--- src/hw/disk_cmd_consts.svh ---
/*
 Constants for the disk command decoder: task-file offsets, field
 positions, opcodes, controller register offsets and status bits.
 Assumes inclusion by bare name from the design and testbench files.
*/
`ifndef DISK_CMD_CONSTS_SVH
`define DISK_CMD_CONSTS_SVH

// ---------------------------------------------------------------
// Task-file offsets
// ---------------------------------------------------------------
`define TF_FEATURE 10'h1f1
`define TF_SECCNT 10'h1f2
`define TF_SECNUM 10'h1f3
`define TF_CYL_LO 10'h1f4
`define TF_CYL_HI 10'h1f5
`define TF_DRVHD 10'h1f6
`define TF_OPCODE 10'h1f7

// ---------------------------------------------------------------
// Field positions
// ---------------------------------------------------------------
`define DH_LBA_BIT 6
`define DH_DEV_BIT 4
`define ST_BUSY_BIT 7
`define ST_DRDY_BIT 6
`define ST_DSC_BIT 4
`define ST_DRQ_BIT 3
`define ST_ERR_BIT 0
`define ER_ABRT_BIT 2

// ---------------------------------------------------------------
// Opcodes
// ---------------------------------------------------------------
`define OP_RD_SEC 8'h20
`define OP_RD_LONG 8'h22
`define OP_RD_VER 8'h40
`define OP_RD_MULT 8'hc4
`define OP_RD_DMA 8'hc8
`define OP_WR_SEC 8'h30
`define OP_WR_LONG 8'h32
`define OP_WR_VER 8'h3c
`define OP_WR_MULT 8'hc5
`define OP_WR_DMA 8'hca
`define OP_RECAL_HI 4'h1
`define OP_SEEK_HI 4'h7
`define OP_FORMAT 8'h50
`define OP_DIAG 8'h90
`define OP_INIT 8'h91
`define OP_SET_MULT 8'hc6
`define OP_RD_BUF 8'he4
`define OP_WR_BUF 8'he8
`define OP_IDENT 8'hec
`define OP_IDENT_DMA 8'hee
`define OP_SET_FEAT 8'hef
`define OP_IDLE_A 8'h97
`define OP_IDLE_B 8'he3
`define OP_IDLEI_A 8'h95
`define OP_IDLEI_B 8'he1
`define OP_STBY_A 8'h96
`define OP_STBY_B 8'he2
`define OP_STBYI_A 8'h94
`define OP_STBYI_B 8'he0
`define OP_SLEEP_A 8'h99
`define OP_SLEEP_B 8'he6
`define OP_CHKPWR_A 8'h98
`define OP_CHKPWR_B 8'he5
`define OP_SMART 8'hb0
`define OP_FLUSH 8'he7
`define OP_SEC_SETPW 8'hf1
`define OP_SEC_UNLOCK 8'hf2
`define OP_SEC_ERPREP 8'hf3
`define OP_SEC_ERUNIT 8'hf4
`define OP_SEC_FREEZE 8'hf5
`define OP_SEC_DISPW 8'hf6
`define OP_RD_NMAX 8'hf8
`define OP_SET_MAX 8'hf9

// ---------------------------------------------------------------
// Controller APB registers
// ---------------------------------------------------------------
`define CR_FEATURE 12'h000
`define CR_SECCNT 12'h004
`define CR_SECNUM 12'h008
`define CR_CYL 12'h00c
`define CR_DRVHD 12'h010
`define CR_ISSUE 12'h014
`define CR_RESULT 12'h018
`define CR_LBA 12'h01c
`define CR_IRQ_STAT 12'h020
`define CR_IRQ_MASK 12'h024
`define CR_LOAD_MASK 12'h028
`define CR_TF_DATA 12'h02c
`define IRQ_DONE_BIT 0
`define IRQ_ERR_BIT 1
`define IRQ_REFUSED_BIT 2
`define IRQ_WIDTH 3
`define DEV_SECTOR_CYCLES 8'h04
`define MISMATCH_OPCODE 8'h00

`endif

--- src/hw/disk_cmd_pkg.sv ---
/*
 Types shared by both ends of the disk command decoder.
 Assumes the constants header is on the include path.
*/
package disk_cmd_pkg;
    typedef enum logic [2:0] {
        CLS_NONE, CLS_READ, CLS_WRITE, CLS_NODATA, CLS_DIAG, CLS_BAD
    } cmd_class_t;

    // Parameter registers a command consumes: fr, sc, sn, cy, dh(head bits)
    typedef struct packed {
        logic fr;
        logic sc;
        logic sn;
        logic cy;
        logic dh_head;
    } use_mask_t;

    typedef enum logic [1:0] {
        DEV_IDLE, DEV_EXEC, DEV_DONE
    } dev_state_t;

    typedef enum logic [2:0] {
        HST_IDLE, HST_WAIT_BUSY, HST_LOAD, HST_OPCODE, HST_POLL
    } host_state_t;
endpackage

--- src/hw/disk_tf_if.sv ---
/*
 Task-file link between host controller and drive.
 Assumes one clock; writes are single-cycle strobes, reads are held while polling.
*/
`timescale 1ns/100ps
`default_nettype none
interface disk_tf_if (
    input wire logic pclk,
    input wire logic presetn
);
    logic [9:0] addr;
    logic wr;
    logic rd;
    logic [7:0] wdata;
    logic [7:0] rdata;
    logic busy;
    logic data_request_flag;

    modport dev (input addr, wr, rd, wdata, output rdata, busy, data_request_flag);
    modport host (output addr, wr, rd, wdata, input rdata, busy, data_request_flag);
endinterface
`default_nettype wire

--- src/hw/disk_cmd_device.sv ---
/*
 Drive end: task-file registers, opcode decode, parameter use,
 address formation and completion or error register contents.
 Assumes the host writes parameters first and only while not busy.
*/
// The APB interface to the registers is this design's own decision.
// Overview of operation
// - Read opcodes decode, retry bit ignored
// - Write opcodes decode as listed
// - Misc opcodes decode, recalibrate/seek nibble ignored
// - Each power command accepts two opcodes
// - SMART, flush, security, max opcodes decode
// - Host loads address registers before data commands
// - Format uses sector number only in LBA
// - Unused parameter registers are ignored
// - Device-only commands ignore head bits
// - Diagnostic runs on master and slave
// - LBA mode forms 28-bit block address
// - Error leaves remaining sector count
// - Success reports last sector, count zero
// - Host writes needed parameters before opcode
// - Opcode accepted only while not busy
// - Execution starts right after opcode write
// - Drive bit selects master or slave
`timescale 1ns/100ps
`default_nettype none
`include "disk_cmd_consts.svh"
module disk_cmd_device #(
    parameter logic IS_SLAVE = 1'b0
) (
    input wire logic pclk,
    input wire logic presetn,
    disk_tf_if.dev tf,
    input wire logic media_fault,
    output logic [27:0] block_addr,
    output logic [4:0] used_regs,
    output logic [2:0] cmd_class,
    output logic head_honoured
);
    typedef struct packed {
        disk_cmd_pkg::dev_state_t st;
        logic [7:0] feature;
        logic [7:0] seccnt;
        logic [7:0] secnum;
        logic [7:0] cyl_lo;
        logic [7:0] cyl_hi;
        logic [7:0] drvhd;
        logic [7:0] opcode;
        logic [7:0] err;
        logic err_flag;
        logic [7:0] timer;
        disk_cmd_pkg::cmd_class_t cls;
        disk_cmd_pkg::use_mask_t use_m;
        logic [27:0] addr;
    } dev_t;

    dev_t state_reg;
    dev_t state_next;
    disk_cmd_pkg::cmd_class_t dec_cls;
    disk_cmd_pkg::use_mask_t dec_use;
    logic selected;
    logic lba_mode;
    logic [7:0] status;

    // ---------------------------------------------------------------
    // Opcode decode
    // ---------------------------------------------------------------
    always_comb begin
        dec_cls = disk_cmd_pkg::CLS_BAD;
        dec_use = '{fr: 1'b0, sc: 1'b0, sn: 1'b0, cy: 1'b0, dh_head: 1'b0};
        if (tf.wdata[7:1] == `OP_RD_SEC >> 1 ||
            tf.wdata[7:1] == `OP_RD_LONG >> 1 ||
            tf.wdata[7:1] == `OP_RD_VER >> 1 ||
            tf.wdata == `OP_RD_MULT ||
            tf.wdata[7:1] == `OP_RD_DMA >> 1) begin
            dec_cls = disk_cmd_pkg::CLS_READ;
            dec_use = '{fr: 1'b0, sc: 1'b1, sn: 1'b1, cy: 1'b1, dh_head: 1'b1};
        end else if (tf.wdata[7:1] == `OP_WR_SEC >> 1 ||
            tf.wdata[7:1] == `OP_WR_LONG >> 1 ||
            tf.wdata == `OP_WR_VER || tf.wdata == `OP_WR_MULT ||
            tf.wdata[7:1] == `OP_WR_DMA >> 1) begin
            dec_cls = disk_cmd_pkg::CLS_WRITE;
            dec_use = '{fr: 1'b0, sc: 1'b1, sn: 1'b1, cy: 1'b1, dh_head: 1'b1};
        end else if (tf.wdata == `OP_SET_MAX) begin
            dec_cls = disk_cmd_pkg::CLS_NODATA;
            dec_use = '{fr: 1'b0, sc: 1'b1, sn: 1'b1, cy: 1'b1, dh_head: 1'b1};
        end else if (tf.wdata[7:4] == `OP_SEEK_HI) begin
            dec_cls = disk_cmd_pkg::CLS_NODATA;
            dec_use = '{fr: 1'b0, sc: 1'b0, sn: 1'b1, cy: 1'b1, dh_head: 1'b1};
        end else if (tf.wdata == `OP_FORMAT) begin
            dec_cls = disk_cmd_pkg::CLS_WRITE;
            dec_use = '{fr: 1'b0, sc: 1'b0, sn: lba_mode, cy: 1'b1,
                dh_head: 1'b1};
        end else if (tf.wdata == `OP_DIAG) begin
            dec_cls = disk_cmd_pkg::CLS_DIAG;
        end else if (tf.wdata == `OP_INIT) begin
            dec_cls = disk_cmd_pkg::CLS_NODATA;
            dec_use = '{fr: 1'b0, sc: 1'b1, sn: 1'b0, cy: 1'b0, dh_head: 1'b1};
        end else if (tf.wdata == `OP_SMART) begin
            dec_cls = disk_cmd_pkg::CLS_NODATA;
            dec_use = '{fr: 1'b1, sc: 1'b1, sn: 1'b1, cy: 1'b1, dh_head: 1'b0};
        end else if (tf.wdata == `OP_SET_FEAT) begin
            dec_cls = disk_cmd_pkg::CLS_NODATA;
            dec_use = '{fr: 1'b1, sc: 1'b1, sn: 1'b0, cy: 1'b0, dh_head: 1'b0};
        end else if (tf.wdata == `OP_SET_MULT || tf.wdata == `OP_IDLE_A ||
            tf.wdata == `OP_IDLE_B || tf.wdata == `OP_STBY_A ||
            tf.wdata == `OP_STBY_B) begin
            dec_cls = disk_cmd_pkg::CLS_NODATA;
            dec_use = '{fr: 1'b0, sc: 1'b1, sn: 1'b0, cy: 1'b0, dh_head: 1'b0};
        end else if (tf.wdata[7:4] == `OP_RECAL_HI ||
            tf.wdata == `OP_IDLEI_A || tf.wdata == `OP_IDLEI_B ||
            tf.wdata == `OP_STBYI_A || tf.wdata == `OP_STBYI_B ||
            tf.wdata == `OP_SLEEP_A || tf.wdata == `OP_SLEEP_B ||
            tf.wdata == `OP_CHKPWR_A || tf.wdata == `OP_CHKPWR_B ||
            tf.wdata == `OP_FLUSH || tf.wdata == `OP_RD_NMAX ||
            (tf.wdata >= `OP_SEC_SETPW && tf.wdata <= `OP_SEC_DISPW))
        begin
            dec_cls = disk_cmd_pkg::CLS_NODATA;
        end else if (tf.wdata == `OP_RD_BUF || tf.wdata == `OP_IDENT ||
            tf.wdata == `OP_IDENT_DMA) begin
            dec_cls = disk_cmd_pkg::CLS_READ;
        end else if (tf.wdata == `OP_WR_BUF) begin
            dec_cls = disk_cmd_pkg::CLS_WRITE;
        end
    end

    // ---------------------------------------------------------------
    // Selection, address and status
    // ---------------------------------------------------------------
    assign selected = state_reg.drvhd[`DH_DEV_BIT] == IS_SLAVE;
    assign lba_mode = state_reg.drvhd[`DH_LBA_BIT];
    assign status = {state_reg.st == disk_cmd_pkg::DEV_EXEC, 1'b1, 1'b0,
        1'b1, 1'b0, 2'b00, state_reg.err_flag};
    assign tf.busy = selected && state_reg.st == disk_cmd_pkg::DEV_EXEC;
    assign tf.data_request_flag = 1'b0;

    always_comb begin
        tf.rdata = 8'h00;
        if (!selected) begin
            tf.rdata = 8'h00;
        end else if (state_reg.st == disk_cmd_pkg::DEV_EXEC) begin
            tf.rdata = status;
        end else if (tf.addr == `TF_FEATURE) begin
            tf.rdata = state_reg.err;
        end else if (tf.addr == `TF_SECCNT) begin
            tf.rdata = state_reg.seccnt;
        end else if (tf.addr == `TF_SECNUM) begin
            tf.rdata = state_reg.secnum;
        end else if (tf.addr == `TF_CYL_LO) begin
            tf.rdata = state_reg.cyl_lo;
        end else if (tf.addr == `TF_CYL_HI) begin
            tf.rdata = state_reg.cyl_hi;
        end else if (tf.addr == `TF_DRVHD) begin
            tf.rdata = state_reg.drvhd;
        end else if (tf.addr == `TF_OPCODE) begin
            tf.rdata = status;
        end
    end

    // ---------------------------------------------------------------
    // Register file and execution
    // ---------------------------------------------------------------
    always_comb begin
        state_next = state_reg;
        if (state_reg.st == disk_cmd_pkg::DEV_DONE) begin
            state_next.st = disk_cmd_pkg::DEV_IDLE;
        end
        if (tf.wr && state_reg.st != disk_cmd_pkg::DEV_EXEC) begin
            if (tf.addr == `TF_FEATURE) begin
                state_next.feature = tf.wdata;
            end else if (tf.addr == `TF_SECCNT) begin
                state_next.seccnt = tf.wdata;
            end else if (tf.addr == `TF_SECNUM) begin
                state_next.secnum = tf.wdata;
            end else if (tf.addr == `TF_CYL_LO) begin
                state_next.cyl_lo = tf.wdata;
            end else if (tf.addr == `TF_CYL_HI) begin
                state_next.cyl_hi = tf.wdata;
            end else if (tf.addr == `TF_DRVHD) begin
                state_next.drvhd = tf.wdata;
            end else if (tf.addr == `TF_OPCODE &&
                (selected || tf.wdata == `OP_DIAG)) begin
                state_next.opcode = tf.wdata;
                state_next.cls = dec_cls;
                state_next.use_m = dec_use;
                state_next.err = 8'h00;
                state_next.err_flag = 1'b0;
                state_next.timer = `DEV_SECTOR_CYCLES;
                state_next.st = disk_cmd_pkg::DEV_EXEC;
                // Unused fields are masked to zero in the address
                state_next.addr = lba_mode ? {state_reg.drvhd[3:0] &
                    {4{dec_use.dh_head}}, state_reg.cyl_hi &
                    {8{dec_use.cy}}, state_reg.cyl_lo & {8{dec_use.cy}},
                    state_reg.secnum & {8{dec_use.sn}}} :
                    {state_reg.drvhd[3:0] & {4{dec_use.dh_head}}, 8'h00,
                    8'h00, state_reg.secnum & {8{dec_use.sn}}};
                if (dec_cls == disk_cmd_pkg::CLS_BAD) begin
                    state_next.err[`ER_ABRT_BIT] = 1'b1;
                    state_next.err_flag = 1'b1;
                    state_next.st = disk_cmd_pkg::DEV_DONE;
                end
            end
        end
        if (state_reg.st == disk_cmd_pkg::DEV_EXEC) begin
            state_next.timer = state_reg.timer - 8'h01;
            if (media_fault && (state_reg.cls == disk_cmd_pkg::CLS_READ ||
                state_reg.cls == disk_cmd_pkg::CLS_WRITE)) begin
                state_next.err_flag = 1'b1;
                state_next.st = disk_cmd_pkg::DEV_DONE;
            end else if (state_reg.timer == 8'h00) begin
                if (state_reg.use_m.sc && state_reg.seccnt != 8'h01 &&
                    state_reg.cls != disk_cmd_pkg::CLS_NODATA) begin
                    state_next.seccnt = state_reg.seccnt - 8'h01;
                    state_next.secnum = state_reg.secnum + 8'h01;
                    state_next.timer = `DEV_SECTOR_CYCLES;
                end else begin
                    if (state_reg.use_m.sc &&
                        state_reg.cls != disk_cmd_pkg::CLS_NODATA) begin
                        state_next.seccnt = 8'h00;
                    end
                    state_next.st = disk_cmd_pkg::DEV_DONE;
                end
            end
        end
    end

    always_ff @(posedge pclk or negedge presetn) begin
        if (!presetn) begin
            state_reg <= '0;
        end else begin
            state_reg <= state_next;
        end
    end

    assign block_addr = state_reg.addr;
    assign used_regs = state_reg.use_m;
    assign cmd_class = state_reg.cls;
    assign head_honoured = state_reg.use_m.dh_head;
endmodule
`default_nettype wire

--- src/flat_wrapper.sv ---
// flat-port wrapper written by rule: the top's interface ports become plain ports
module disk_cmd_device_flat 
#(
    parameter logic IS_SLAVE = 1'b0
)
  (pclk, presetn, media_fault, block_addr, used_regs, cmd_class, head_honoured, tf_addr, tf_wr, tf_rd, tf_wdata, tf_rdata, tf_busy, tf_data_request_flag);
  disk_tf_if tf_i (.pclk(pclk), .presetn(presetn));
  input wire logic pclk;
  input wire logic presetn;
  input wire logic media_fault;
  output logic [27:0] block_addr;
  output logic [4:0] used_regs;
  output logic [2:0] cmd_class;
  output logic head_honoured;
  input wire logic [$bits(tf_i.addr)-1:0] tf_addr;
  input wire logic [$bits(tf_i.wr)-1:0] tf_wr;
  input wire logic [$bits(tf_i.rd)-1:0] tf_rd;
  input wire logic [$bits(tf_i.wdata)-1:0] tf_wdata;
  output wire logic [$bits(tf_i.rdata)-1:0] tf_rdata;
  output wire logic [$bits(tf_i.busy)-1:0] tf_busy;
  output wire logic [$bits(tf_i.data_request_flag)-1:0] tf_data_request_flag;
  assign tf_i.addr = tf_addr;
  assign tf_i.wr = tf_wr;
  assign tf_i.rd = tf_rd;
  assign tf_i.wdata = tf_wdata;
  assign tf_rdata = tf_i.rdata;
  assign tf_busy = tf_i.busy;
  assign tf_data_request_flag = tf_i.data_request_flag;
  disk_cmd_device #(.IS_SLAVE(IS_SLAVE)) u_core (.pclk(pclk), .presetn(presetn), .tf(tf_i), .media_fault(media_fault), .block_addr(block_addr), .used_regs(used_regs), .cmd_class(cmd_class), .head_honoured(head_honoured));
endmodule
--- config.mk ---
export PLATFORM = sky130hd
export DESIGN_NAME = disk_cmd_device_flat
export DESIGN_NICKNAME = d
export VERILOG_FILES = /design/src/hw/disk_cmd_pkg.sv /design/src/hw/disk_tf_if.sv /design/src/hw/disk_cmd_device.sv /design/src/flat_wrapper.sv
export VERILOG_INCLUDE_DIRS = /design/src /design/src/hw
export SDC_FILE = /design/constraint.sdc
export NUM_CORES = 1
export LEC_CHECK = 0
export BUFFER_PORTS_ARGS = -buffer_cell sky130_fd_sc_hd__buf_2
export CAP_MARGIN = 20
export CORE_AREA = 2 2 99 101
export DETAILED_ROUTE_END_ITERATION = 16
export DIE_AREA = 0 0 101 103
export PLACE_DENSITY = 0.85
export SYNTH_ARGS = -nofsm -noshare
export SYNTH_HDL_FRONTEND = slang
export SYNTH_SLANG_ARGS = --single-unit
--- constraint.sdc ---
create_clock -name pclk -period 3 [get_ports pclk]
set_input_delay 0.6 -clock pclk [delete_from_list [all_inputs] [get_ports pclk]]
set_output_delay 0.6 -clock pclk [all_outputs]
set_load 0.01 [all_outputs]
==> impl_metrics.tcl <==
set metrics [dict create \
    drive_gt1_share_pct 21.20 \
    fin_ws_ns 0.1957 \
    synthFlopType "dfrtp_1" \
    startpoint_type "input pin" \
    critical_path.slowest_cell "buf_2" \
    coreArea_sq_um 9459 \
    cts_buffers 9 \
    worst-r2r-setup-slack_ns 0.37 \
    diodes 0 \
    hold_viol 0 \
    initial_utilization_pct 56.24 \
    cts.path.max_buffers 2 \
    grt_pass1_vias 4316 \
    port_buffers 67 \
    clkLatencyLatePin_ns 0.37 \
    crit_top_cell "buf_2" \
    p_total_mw 2.464 \
    cts_setup_buffers 0 \
    first_pass_iters 6 \
    drt_iter0_markers 487 \
    yosys-top-cells-area "dfrtp_1 41%, buf_4 5.5%, nand2_1 5.4%" \
    relSlewSlack_pct 37.71 \
    critical_path_class "input pin to output port" \
    synth_edf_count 0 \
    rr_worst_depth 8 \
    die_w_microns 101 \
    grt_use_total_pct 26.45 \
    setup_tns_ns 0 \
    fin_nets 654 \
    slew_viol_final 0 \
    rsz0062_at_grt "no" \
    place.gp.congestion 0.9801 \
    synth_compound_area_share_pct 21.17 \
    antenna_left 0 \
    netlist_area_sq_um 5320 \
    ctsResizeCount 0 \
    power.density_nw_per_um2 428.5 \
    antenna_found_initial 0 \
    routed_wl_microns 13550 \
    cp_data_arrival_time_ns 2.20 \
    syn_area_per_cell_sq_um 8.867 \
    place_ws_ns 0.05282 \
    die-area_sq_um 10400 \
    drv_cap 0 \
    path_cells "buf_2 -> inv_1 -> nor3_1 -> buf_4 -> a22o_1 -> o221ai_1 -> a21oi_1 -> buf_2" \
    ys_async_sr_fraction_pct 100.0 \
    cts_tree "done" \
    status "complete, no violations" \
    crit_required_ns 2.40 \
    synth_top_cell_area_share_pct 41.39 \
    dp_hpwl_microns 9843 \
    io_pins 70 \
    synth.distinct_cells 71 \
    reg2reg_to "u_core.state_reg[92]" \
    path_clk_slew_ns 0.09 \
    min_period_ns 2.804 \
    seq_area_frac_synth_pct 41.39 \
    worst_setup_path_end_kind "output port" \
    synth.area.mux_share_pct 2.893 \
    post-route-util_pct 60.78 \
    slowest_delay_ns 0.28 \
    tightestPinTransition_ns 0.9302 \
    yosysWarnings 0 \
    rows 36 \
    ys_ff_latch 88 \
    htreeDepth 3 \
    ctsRootBufferMaster "clkbuf_8" \
    synth_xor_area_share_pct 0.8231 \
    area_growth_pct 8.067 \
    worstReg2RegStart "u_core.state_reg[36]" \
    vias_per_cell 6.298 \
    cellLeakagePower_nw 2.684 \
    synth_top_family_by_area "simple AND/OR/NAND/NOR gates" \
    synth-adder-area-share_pct 0.9407 \
    ctsHoldBuffers 0 \
    ir_worst_vdd_mv 0.2906 \
    clock_skew_ns 0.007010 \
    fmax_mhz 356.6 \
    hold-worst-slack_ns 0.1528 \
    fin_crit_sh_pct 93.48 \
    synthCells 600 \
    route.detailed.drc 0 \
    wire_per_inst_microns 18.17 \
    largest_register_ffs 51 \
    syn_nets 627 \
    grt_pass1_wl_microns 21200 \
    vias 4698 \
    min_path_type "input pin to asynchronous set/reset pin" \
    synth_common_cells "88 x dfrtp_1, 76 x nand2_1, 44 x o21ai_0" \
    yosysTopAreaCell "dfrtp_1" \
    worstPathMaxFanout 18 \
    grt_max_degree 89 \
    synthSimpleGateAreaFrac_pct 22.93 \
    synth.most_common_cell "dfrtp_1" \
    finalSetupViolCount 0 \
    cts_sinks 88 \
    grt_remaining_overflow 0 \
    die_y_microns 103 \
]
-- metal layers --
layer  vias up  track usage, %  part of all wire (%)
met5         -               0                     0
met4         0           11.43                   4.2
met3        50           5.220                   7.4
met2       224           41.79                    46
met1      2235           35.72                    42
li1       2189               -                     -
-- where the power goes --
group          internal [mW]  switching (mW)
logic                  0.118           0.198
registers               1.24          0.0540
clock network          0.410           0.447
-- logic make-up after synthesis --
group	Yosys count
compound gates	171
xor+xnor	5
fa+ha+maj	4
buf+inv	92
flops	88
mux	14
other cells	1
simple gates	225
-- placed cells by master, fill, tap and decap left out, drive strengths merged, types with 4 or more instances in the layout --
master and count:
xor2 4, nand2 76, nand3 27, inv 18
nor2 34, nor4 6, a22o 17, clkbuf 10
nand4 4, o21ai 64, nand3b 4, nor3 15
and3 4, nand2b 10, a221o 4, o221ai 7
ha 4, a21oi 36, mux2 11, buf 91
dfrtp 88, a21o 4, nor4bb 4, nand4b 4
nor2b 11, a211oi 6
-- worst max path at each step --
stage	startpoint	to	slack, ns	cells after the start
2_1_floorplan	tf_addr[3]	tf_rdata[0]	0.30	5
6_report	tf_addr[1]	tf_rdata[2]	0.20	8
3_5_place_dp	tf_wdata[5]	u_core.block_addr[21]	0.05	7
3_3_place_gp	tf_wdata[3]	u_core.block_addr[23]	0.16	7
4_1_cts	tf_addr[3]	tf_rdata[4]	0.25	8
5_1_grt	u_core.state_reg[36]	u_core.state_reg[92]	0.12	8
-- critical path, delay by kind of cell --
family,cells,cell delay [ns]
AO/OA/AOI/OAI,3,0.50
AND/OR/NAND/NOR,1,0.25
buffers and inverters,4,0.84
-- layout make-up --
type	count	area (sq um)
flip-flops and latches	88	2202
clock inverters	6	67.56
inverters	17	63.81
clock buffers	10	137.6
multi-input cells	420	2597
well taps	114	142.6
fillers	797	3710
repair buffers	91	538.0
-- through the flow --
stage,cell area (sq um),std cells
3_5_place_dp,5517,729
4_1_cts,5722,745
2_1_floorplan,5320,600
3_3_place_gp,5517,729
5_1_grt,5749,746
6_report,5749,746
Note: power is estimated with default switching activity, not from simulation.
